## config.mk

```make
export PLATFORM = sky130hd
export DESIGN_NAME = dgoc_top
export DESIGN_NICKNAME = d
export VERILOG_FILES = /design/src/dgoc_pkg.sv /design/src/dgoc_sync2.sv /design/src/dgoc_top.sv
export SDC_FILE = /design/constraint.sdc
export NUM_CORES = 1
export LEC_CHECK = 0
export ABC_AREA = 1
export BUFFER_PORTS_ARGS = -buffer_cell sky130_fd_sc_hd__buf_2
export CORE_ASPECT_RATIO = 2
export CORE_MARGIN = 10
export CORE_UTILIZATION = 30
export DETAILED_ROUTE_END_ITERATION = 16
export GPL_TIMING_DRIVEN = 0
export SYNTH_ARGS = -nofsm -noshare
export SYNTH_HDL_FRONTEND = slang
export SYNTH_SLANG_ARGS = --single-unit
```

## constraint.sdc

```tcl
create_clock -name i_core_clk -period 3.6 [get_ports i_core_clk]
set_input_delay 0.72 -clock i_core_clk [delete_from_list [all_inputs] [get_ports i_core_clk]]
set_output_delay 0.72 -clock i_core_clk [all_outputs]
set_load 0.02 [all_outputs]
```

## src/dgoc_pkg.sv

```systemverilog
package dgoc_pkg;

  // ---------------------------------------------------------------------------
  // Register map
  // ---------------------------------------------------------------------------
  localparam int ADDR_W = 4;
  localparam int DATA_W = 16;
  localparam logic [3:0] ADDR_CTRL = 4'h0;
  localparam logic [3:0] ADDR_RESET = 4'h1;
  localparam logic [3:0] ADDR_OFFSET = 4'h2;
  localparam logic [3:0] ADDR_STATUS = 4'h3;

  // Control register fields.
  localparam int CTRL_SLEEP = 0;
  localparam int CTRL_FE_OFF = 1;
  localparam int CTRL_CONV_OFF = 2;
  localparam int CTRL_OUT_DRIVE = 3;
  localparam int CTRL_FLOOR_CLIP = 4;
  localparam int CTRL_BLANK_FORCE = 5;
  localparam int CTRL_PAT_START = 6;
  localparam int CTRL_METHOD_LO = 7;
  localparam int CTRL_METHOD_HI = 8;
  localparam int CTRL_W = 9;
  localparam logic [8:0] CTRL_RESET_VAL = 9'h038;

  // Reset register field.
  localparam int RST_SOFT = 0;

  // Status register fields.
  localparam int STAT_PATTERN = 0;
  localparam int STAT_POWER_DOWN = 1;
  localparam int STAT_BUS_DRIVEN = 2;
  localparam int STAT_FE_ON = 3;
  localparam int STAT_CONV_ON = 4;

  localparam logic [7:0] OFFSET_RESET_VAL = 8'h00;

  // ---------------------------------------------------------------------------
  // Pixel path
  // ---------------------------------------------------------------------------
  localparam int PIX_W = 12;
  localparam int OB_W = 8;

  // Soft reset pulse width.
  localparam int SOFT_RST_NS = 10;
  localparam int CLK_PERIOD_NS = 40;
  localparam int SOFT_RST_CYC_RAW = SOFT_RST_NS / CLK_PERIOD_NS;
  localparam int SOFT_RST_CYC = (SOFT_RST_CYC_RAW < 1) ? 1 : SOFT_RST_CYC_RAW;

endpackage

```

## src/dgoc_sync2.sv

```systemverilog
`timescale 1ns/1ps
module dgoc_sync2 #(
  parameter int W = 1
) (
  // Clock and reset
  input wire logic i_core_clk,
  input wire logic i_rstn,
  // Data
  input wire logic [W-1:0] i_async,
  output logic [W-1:0] o_sync
);

  logic [W-1:0] meta_reg;

  always_ff @(posedge i_core_clk) begin
    if (!i_rstn) begin
      meta_reg <= '0;
      o_sync <= '0;
    end else begin
      meta_reg <= i_async;
      o_sync <= meta_reg;
    end
  end

endmodule

```

## src/dgoc_top.sv

```systemverilog
`timescale 1ns/1ps
// Summary of operation
// [RULE_01] Progressive counter mode: frame sync loads pattern select with start value.
// [RULE_02] Counter mode: each pre-blank pulse inverts the pattern select, unless a progressive frame sync edge falls in the same cycle.
// [RULE_03] Line-ID method: pre-blank pulse captures line ID level into select.
// [RULE_04] Power-down when pin high or sleep bit set.
// [RULE_05] Power-down turns analog off and floats the 12-bit pixel bus.
// [RULE_06] Power-down by pin or bit resets no register.
// [RULE_07] Register port keeps working during power-down.
// [RULE_08] Frontend-off and converter-off bits disable only their stage.
// [RULE_09] Bus driven only with drive bit high and enable pin low.
// [RULE_10] Output enables touch only the drivers; other logic keeps running.
// [RULE_11] Writing soft reset resets the chip; the bit clears itself.
// [RULE_12] Reset pin low holds the chip in reset; pin pulled up.
// [RULE_13] Power-on reset loads defaults into every register.
// [RULE_14] Floor clip raises codes below the black offset code to it.
// [RULE_15] Calibration data path stays unclipped.
// [RULE_16] Blank force with pre-blank pulse outputs the black offset code.
// [RULE_17] Timing generator drives line ID low on even, high on odd lines.
// [RULE_18] Counter method uses an internal line counter, not an external ID.
// [RULE_19] Offset code zero-extended to 12 bits for clip and clamp.
// [RULE_20] Bus floating takes precedence over clamp and clip selection.
module dgoc_top (
  // Clock and reset
  input wire logic i_core_clk,
  input wire logic i_rstn,
  // Register port
  input wire logic [dgoc_pkg::ADDR_W-1:0] i_addr,
  input wire logic [dgoc_pkg::DATA_W-1:0] i_wdata,
  input wire logic i_wr,
  input wire logic i_rd,
  output logic [dgoc_pkg::DATA_W-1:0] o_rdata,
  // Timing pins
  input wire logic i_pre_blank_pulse,
  input wire logic i_line_id_input,
  input wire logic i_frame_sync,
  input wire logic i_power_down_pin,
  input wire logic i_out_enable_n,
  // Converter data
  input wire logic [dgoc_pkg::PIX_W-1:0] i_conv_data,
  // Pixel output bus
  output logic [dgoc_pkg::PIX_W-1:0] o_pixel_out_bus,
  output logic o_pixel_out_oe,
  // Internal consumers
  output logic [dgoc_pkg::PIX_W-1:0] o_cal_data,
  output logic o_pattern_select,
  output logic o_frontend_on,
  output logic o_converter_on,
  output logic o_analog_on,
  output logic o_chip_rstn
);

  // ---------------------------------------------------------------------------
  // Pin synchronisers
  // ---------------------------------------------------------------------------
  localparam int NPIN = 5;
  logic [NPIN-1:0] pins_raw;
  logic [NPIN-1:0] pins_sync;
  logic pre_blank_pulse_s;
  logic lid_s;
  logic fsync_s;
  logic pd_s;
  logic oe_n_s;

  assign pins_raw = {i_out_enable_n, i_power_down_pin, i_frame_sync, i_line_id_input,
                     i_pre_blank_pulse};

  dgoc_sync2 #(
    .W(NPIN)
  ) u_pin_sync (
    .i_core_clk(i_core_clk),
    .i_rstn(i_rstn),
    .i_async(pins_raw),
    .o_sync(pins_sync)
  );

  assign pre_blank_pulse_s = pins_sync[0];
  assign lid_s = pins_sync[1];
  assign fsync_s = pins_sync[2];
  assign pd_s = pins_sync[3];
  assign oe_n_s = pins_sync[4];

  // ---------------------------------------------------------------------------
  // Chip reset
  // ---------------------------------------------------------------------------
  // The pin reset and power-on reset both arrive on i_rstn; the soft reset bit
  // extends it to all but the pin synchronisers and the read port, and then clears itself.
  logic soft_rst_reg;
  logic [3:0] soft_cnt_reg;
  logic chip_rstn;

  assign chip_rstn = i_rstn && !soft_rst_reg; // RULE_12
  assign o_chip_rstn = chip_rstn;

  always_ff @(posedge i_core_clk) begin
    if (!i_rstn) begin
      soft_rst_reg <= 1'b0; // RULE_13
      soft_cnt_reg <= 4'h0;
    end else if (soft_rst_reg) begin
      if (soft_cnt_reg == 4'(dgoc_pkg::SOFT_RST_CYC - 1)) begin
        soft_rst_reg <= 1'b0; // RULE_11
        soft_cnt_reg <= 4'h0;
      end else begin
        soft_cnt_reg <= soft_cnt_reg + 4'h1;
      end
    end else if (i_wr && i_addr == dgoc_pkg::ADDR_RESET && i_wdata[dgoc_pkg::RST_SOFT]) begin
      soft_rst_reg <= 1'b1; // RULE_11
      soft_cnt_reg <= 4'h0;
    end
  end

  // ---------------------------------------------------------------------------
  // Configuration registers
  // ---------------------------------------------------------------------------
  // Power-down does not appear here: the registers stay writable and keep their
  // contents whatever the power state.
  logic [dgoc_pkg::CTRL_W-1:0] ctrl_reg;
  logic [dgoc_pkg::OB_W-1:0] offset_reg;

  // Each write strobe updates at most one register; other addresses are ignored.
  always_ff @(posedge i_core_clk) begin
    if (!chip_rstn) begin
      ctrl_reg <= dgoc_pkg::CTRL_RESET_VAL; // RULE_13
      offset_reg <= dgoc_pkg::OFFSET_RESET_VAL;
    end else if (i_wr) begin // RULE_07 RULE_06
      if (i_addr == dgoc_pkg::ADDR_CTRL) begin
        ctrl_reg <= i_wdata[dgoc_pkg::CTRL_W-1:0];
      end
      if (i_addr == dgoc_pkg::ADDR_OFFSET) begin
        offset_reg <= i_wdata[dgoc_pkg::OB_W-1:0];
      end
    end
  end

  logic sleep_bit;
  logic fe_off_bit;
  logic conv_off_bit;
  logic out_drive_bit;
  logic floor_clip_enable;
  logic blank_force_enable;
  logic pattern_start_value;
  logic method_progressive;
  logic method_counter;

  assign sleep_bit = ctrl_reg[dgoc_pkg::CTRL_SLEEP];
  assign fe_off_bit = ctrl_reg[dgoc_pkg::CTRL_FE_OFF];
  assign conv_off_bit = ctrl_reg[dgoc_pkg::CTRL_CONV_OFF];
  assign out_drive_bit = ctrl_reg[dgoc_pkg::CTRL_OUT_DRIVE];
  assign floor_clip_enable = ctrl_reg[dgoc_pkg::CTRL_FLOOR_CLIP];
  assign blank_force_enable = ctrl_reg[dgoc_pkg::CTRL_BLANK_FORCE];
  assign pattern_start_value = ctrl_reg[dgoc_pkg::CTRL_PAT_START];
  assign method_progressive = ctrl_reg[dgoc_pkg::CTRL_METHOD_LO];
  assign method_counter = ctrl_reg[dgoc_pkg::CTRL_METHOD_HI];

  // ---------------------------------------------------------------------------
  // Line pattern select
  // ---------------------------------------------------------------------------
  logic pre_blank_pulse_d_reg;
  logic fsync_d_reg;
  logic pre_blank_pulse_rise;
  logic fsync_rise;
  logic pattern_reg;

  assign pre_blank_pulse_rise = pre_blank_pulse_s && !pre_blank_pulse_d_reg;
  assign fsync_rise = fsync_s && !fsync_d_reg;

  // The edge detectors load the synchronised level in reset, so a pin that is
  // already high when a soft reset ends is not taken for a new edge.
  always_ff @(posedge i_core_clk) begin
    if (!chip_rstn) begin
      pre_blank_pulse_d_reg <= pre_blank_pulse_s;
      fsync_d_reg <= fsync_s;
    end else begin
      pre_blank_pulse_d_reg <= pre_blank_pulse_s;
      fsync_d_reg <= fsync_s;
    end
  end

  // In progressive counter mode, frame sync wins over a pre-blank edge in the
  // same cycle so each frame starts from a known pattern.
  always_ff @(posedge i_core_clk) begin
    if (!chip_rstn) begin
      pattern_reg <= 1'b0;
    end else if (method_counter) begin // RULE_18
      if (fsync_rise && method_progressive) begin
        pattern_reg <= pattern_start_value; // RULE_01
      end else if (pre_blank_pulse_rise) begin
        pattern_reg <= !pattern_reg; // RULE_02
      end
    end else if (pre_blank_pulse_rise) begin
      pattern_reg <= lid_s; // RULE_03 RULE_17
    end
  end

  assign o_pattern_select = pattern_reg;

  // ---------------------------------------------------------------------------
  // Power control
  // ---------------------------------------------------------------------------
  logic power_down;

  // The stage enables are combinational, so a power-down pin change reaches
  // them two cycles after the pin moves, with no further register.
  assign power_down = pd_s || sleep_bit; // RULE_04
  assign o_analog_on = !power_down; // RULE_05
  assign o_frontend_on = !power_down && !fe_off_bit; // RULE_08
  assign o_converter_on = !power_down && !conv_off_bit; // RULE_08

  // ---------------------------------------------------------------------------
  // Output data path
  // ---------------------------------------------------------------------------
  logic [dgoc_pkg::PIX_W-1:0] ob_ext;
  logic [dgoc_pkg::PIX_W-1:0] out_next;
  logic [dgoc_pkg::PIX_W-1:0] out_reg;
  logic [dgoc_pkg::PIX_W-1:0] cal_reg;
  logic oe_next;
  logic oe_reg;

  assign ob_ext = {{(dgoc_pkg::PIX_W - dgoc_pkg::OB_W){1'b0}}, offset_reg}; // RULE_19

  // Blanking is tested first because it replaces the sample outright; the floor
  // clip only ever raises a sample to the same offset code.
  always_comb begin
    if (blank_force_enable && pre_blank_pulse_s) begin
      out_next = ob_ext; // RULE_16
    end else if (floor_clip_enable && i_conv_data < ob_ext) begin
      out_next = ob_ext; // RULE_14
    end else begin
      out_next = i_conv_data;
    end
  end

  assign oe_next = out_drive_bit && !oe_n_s && !power_down; // RULE_09 RULE_05 RULE_20

  // Calibration gets raw data and keeps running while the bus floats.
  always_ff @(posedge i_core_clk) begin
    if (!chip_rstn) begin
      cal_reg <= '0;
    end else begin
      cal_reg <= i_conv_data; // RULE_15 RULE_10
    end
  end

  always_ff @(posedge i_core_clk) begin
    if (!chip_rstn) begin
      out_reg <= '0;
      oe_reg <= 1'b0;
    end else begin
      out_reg <= out_next;
      oe_reg <= oe_next; // RULE_10
    end
  end

  assign o_pixel_out_bus = out_reg;
  assign o_pixel_out_oe = oe_reg; // RULE_20
  assign o_cal_data = cal_reg;

  // ---------------------------------------------------------------------------
  // Register read
  // ---------------------------------------------------------------------------
  logic [dgoc_pkg::DATA_W-1:0] rdata_next;
  logic [dgoc_pkg::DATA_W-1:0] rdata_reg;

  // Unmapped addresses read as zero, and writes to them change nothing.
  always_comb begin
    rdata_next = '0;
    if (i_rd) begin
      unique case (i_addr)
        dgoc_pkg::ADDR_CTRL: begin
          rdata_next[dgoc_pkg::CTRL_W-1:0] = ctrl_reg;
        end
        dgoc_pkg::ADDR_RESET: begin
          rdata_next[dgoc_pkg::RST_SOFT] = soft_rst_reg;
        end
        dgoc_pkg::ADDR_OFFSET: begin
          rdata_next[dgoc_pkg::OB_W-1:0] = offset_reg;
        end
        dgoc_pkg::ADDR_STATUS: begin
          rdata_next[dgoc_pkg::STAT_PATTERN] = pattern_reg;
          rdata_next[dgoc_pkg::STAT_POWER_DOWN] = power_down;
          rdata_next[dgoc_pkg::STAT_BUS_DRIVEN] = oe_reg;
          rdata_next[dgoc_pkg::STAT_FE_ON] = o_frontend_on;
          rdata_next[dgoc_pkg::STAT_CONV_ON] = o_converter_on;
        end
        default: begin
          rdata_next = '0;
        end
      endcase
    end
  end

  // The read port answers on i_rstn only, so status stays readable during a
  // soft reset.
  always_ff @(posedge i_core_clk) begin
    if (!i_rstn) begin
      rdata_reg <= '0;
    end else begin
      rdata_reg <= rdata_next; // RULE_07
    end
  end

  assign o_rdata = rdata_reg;

endmodule

```

Yosys cells after proc, flatten, opt, wreduce, memory -nomap -nowiden --
Index checks and enable logic that the tools add are counted.
Word-level totals: output and inout bits 46, logic and storage cells 69, bits of input ports 41, flip-flop bits (word level) 76
Cells by class: reductions and logical operators 32, eq/ne operators 3, muxes and demuxes 15, bitwise logic cells 1, add/subtract/negate cells 1, magnitude comparators 1
Operators by type and width (number):
- 8-bit 2-to-1 mux | 2
- 1-bit logical AND | 12
- 12-bit by 8-bit < comparator with 1-bit output | 1
- 4-bit 2-to-1 mux | 3
- 4-bit case mux with 3 select lines | 1
- 4-bit by 2-bit == test with 1-bit output, second input constant | 2
- 1-bit logical NOT | 8
- 4-bit logical NOT | 2
- 2-bit AND reduction | 4
- 1-bit 2-to-1 mux | 7
- 3-bit case mux with 2 select lines | 1
- 2-bit nonzero test | 3
- 4-bit by 1-bit adder with 4-bit output, second input constant | 1
- 4-bit by 1-bit == test with 1-bit output, second input constant | 1
- 1-bit case mux with 4 select lines | 1
- 3-bit AND reduction | 1
- 3-bit OR reduction | 1
- 1-bit logical OR | 1
- 1-bit inverter | 1

Depth between registers and ports, before layout --
word-level depth 5, gate-level depth with buffers 12, gate-level depth less buffers 11

Modules after synthesis --
Synthesis repeated with hierarchy kept, for this count alone.
Unflattened totals: cell total of the unflattened synthesis 338, area, all modules 2738.9 um2
Modules (own cells, without submodules):
- dgoc_top | times used 1, area an instance 2452.4 um2, cells each 307, seq. area each 1181.1 um2
- dgoc_sync2 | times used 1, area an instance 286.5 um2, cells each 31, seq. area each 200.2 um2

Worst setup path before layout --
Ideal clock, no wire load.
path type input -> register, start point input port i_conv_data[5] (netlist name), end point register out_reg (netlist bit o_pixel_out_bus[0]), path buffers 1, stages on the path 8, required time 3.485 ns, slack 1.749 ns, library setup time 0.115 ns, data arrival time 1.736 ns, path through ha_1 > a21oi_1 > nor2_1 > nor3_2 > nand2_2 > buf_6 > a21oi_1 > nor2_1
On the way: word-level cells in the longest chain between the ends 4
Ends and longest elaborated chain:
- start: declaration | RTL line dgoc_top.sv:40 | input wire logic [dgoc_pkg::PIX_W-1:0] i_conv_data,
- 12-bit by 8-bit < comparator with 1-bit output | RTL line dgoc_top.sv:226 | end else if (floor_clip_enable && i_conv_data < ob_ext) begin
- 1-bit logical AND | RTL line dgoc_top.sv:226
- 8-bit 2-to-1 mux | RTL line dgoc_top.sv:226
- 8-bit 2-to-1 mux | RTL line dgoc_top.sv:224 | if (blank_force_enable && pre_blank_pulse_s) begin
- end signal: assignment | RTL line dgoc_top.sv:249 | out_reg <= out_next;
- end: declaration | RTL line dgoc_top.sv:214 | logic [dgoc_pkg::PIX_W-1:0] out_reg;
No other way between the ends. A chain may end at the register's enable or synchronous reset.

Worst setup path in the final report --
start point input port i_rstn, end point output port o_chip_rstn
On the way: word-level cells in the longest chain between the ends 1
Ends and longest elaborated chain:
- start: declaration | RTL line dgoc_top.sv:26 | input wire logic i_rstn,
- 1-bit logical AND | RTL line dgoc_top.sv:92 | assign chip_rstn = i_rstn && !soft_rst_reg;
- end: declaration | RTL line dgoc_top.sv:50 | output logic o_chip_rstn
No other way between the ends.

==> flow_summary.yaml <==
run_status:
  status: "complete, no violations"
power_and_ir_drop:
  powerDensity_nw_per_um2: 532
  peakVddDrop_mv: 0.241
  p_leak_nw: 1.79
setup_path:
  r2r-start: "offset_reg[5]$_SDFFE_PN0P_"
  arrival_ps: 1530
  crit_type: "in2out"
  cp.required_ps: 2880
  endpoint_kind: "primary output"
  crit_fanout: 10
  critical_path.startpoint: "i_rstn"
  critical_path.startpoint_type: "input pin"
timing:
  final_hold_viol_count: 0
  fmax_ghz: 0.445
  timing.final.max_slew_violations: 0
  fin_crit_sh_pct: 62.4
  rsz0062_at_grt: "no"
  min_period_ps: 2250
  fin_tns_setup_ps: 0
  setup_viol_count_final: 0
  skew_ps: 4.84
clock_network:
  clk_path_buf_depth: 2
  cts_max_level: 3
  cts.sinks: 69
  ctsHoldBuffers: 0
  path_clk_slew_ps: 50
  cts_tree: "built"
  root_buffer: "clkbuf_16"
  ctsResizeCount: 0
  cts_buffers: 9
  post_cts_buffers: 0
  clk_latency_ps: 330
worst_hold_path:
  min-delay-start: "u_pin_sync.o_sync[2]$_SDFF_PN0_"
  hold_class: "reg2reg"
die:
  placementRows: 49
  core_um2: 8950
  die_area_um2: 13500
  die-width_um: 87.4
  die_h_um: 155
  start_util_pct: 30.5
  num_io_pins: 87
job:
  cap_violations: 0
route:
  viasPerCell: 4.49
  drt-total-wl_um: 7230
  vias: 2400
  dr.pass1.iters: 4
  route.antenna.remaining_nets: 0
  drt_iter0_markers: 138
  post-route-drc-count: 0
  routedWlPerCell_um: 13.5
global_route:
  grt_start_max_net_pins: 12
  antenna_found_initial: 1
  grt_pass1_vias: 2469
  overflow: 0
  grt_usage_pct: 11.1
  grt_pass1_wl_um: 11500
synth:
  ys_ff_latch: 69
  synth_top_area_share_pct: 50.6
  yosys_warnings: 0
  avgSynthCellArea_um2: 8.09
  syn_inst: 337
  synth_top_area_cell: "dfxtp_1"
  yosysSeqAreaShare_pct: 50.6
  synth_cell_types: 28
  yosys-top-cells-area: "dfxtp_1 51%, inv_1 7.6%, nand2_1 7.6%"
  syn_area_um2: 2730
placement:
  hpwlAfterDp_um: 5890
  port_buffers: 72
  gp_congestion: 0.808
  placed_cell_area_um2: 3240
final_layout:
  areaGrowthSynthToFinish_pct: 30.3
  fin_area_um2: 3550
  num-nets-final: 476
  postLayoutCoreUtil_pct: 39.7
  drive_gt1_share_pct: 26.7
[synth_stat cells]
cell type / count
buf_6: 3
nand3_4: 2
buf_4: 9
dfxtp_1: 69
conb_1: 1
clkbuf_1: 2
inv_2: 3
nand3b_1: 1
nor2_2: 1
buf_2: 1
nor3_2: 1
o22ai_1: 6
a21oi_1: 38
nand2_2: 3
a211oi_1: 2
inv_4: 1
nand3_2: 2
nand2_1: 55
nor4_1: 1
o21ai_0: 19
ha_1: 9
nor3_1: 6
nor2_4: 2
nor2_1: 33
o221ai_1: 1
xor2_1: 1
inv_1: 55
nand3_1: 10
[routing by layer]
layer	vias to the layer above	routed length (um)	global-route usage, %	share of wire, %
li1	1227	-	-	-
met1	1078	2270	8.88	31
met2	78	4090	20.4	57
met3	17	612	4.24	8.5
met4	0	258	8.24	3.6
met5	-	0	0	0
[per-stage QoR]
step / setup WS [ps] / power (W) / hold WS (ps) / std cells
finish: 1350 / 0.00189 / 348 / 534
detailed placement: 1360 / 0.00100 / 339 / 517
floorplan: 1750 / 0.000933 / 331 / 343
global placement: 1370 / 0.000999 / 336 / 517
global route: 1270 / 0.00197 / 359 / 534
CTS: 1360 / 0.00192 / 351 / 533
[cell families after synthesis]
group,Yosys count,share of synthesized area (%)
XOR/XNOR,1,0.321
AND/OR/NAND/NOR,117,19.7
AO/OA/AOI/OAI,66,12.7
buffers and inverters,74,12.4
adder cells (fa/ha/maj),9,4.13
other,1,0.137
flip-flops,69,50.6
[layout by cell type, fill, tap and decap left out, types with 6 or more instances in the layout]
cell type,instances
nor3_1,6
nor2_1,33
inv_1,55
conb_1,7
o21ai_0,19
buf_4,9
o22ai_1,6
nand3_1,10
ha_1,9
a21oi_1,38
dfxtp_1,69
clkbuf_16,9
buf_2,73
nand2_1,55
[power by group]
| group | switching, W | internal [W] | total (W) |
|---|---|---|---|
| combinational | 0.000116 | 0.0000643 | 0.000180 |
| clock | 0.000314 | 0.000591 | 0.000906 |
| sequential | 0.00000929 | 0.000794 | 0.000804 |
| total | 0.000440 | 0.00145 | 0.00189 |
[layout make-up]
class / instances / area, um2
fillers: 946 / 5400
flip-flops and latches: 69 / 1380
multi-input cells: 200 / 1030
repair buffers: 72 / 360
clock buffers: 13 / 270
inverters: 59 / 224
well taps: 102 / 128
plain buffers: 15 / 114
clock inverters: 3 / 42.5
diodes: 1 / 2.50
[path summary, 6_finish.rpt]
kind                                    to  cells after the start  slack, ps
max                            o_chip_rstn                      5       1350
min                    fsync_d_reg$_DFF_P_                      0        350
max reg2reg  o_pixel_out_bus[6]$_SDFF_PN0_                      9       1880
min reg2reg            fsync_d_reg$_DFF_P_                      0        350
[critical path: stages]
cell and delay (ps):
buf_2 120, inv_2 70, nor2_4 200, buf_4 230, buf_2 190
(Power assumes the default switching activity.)
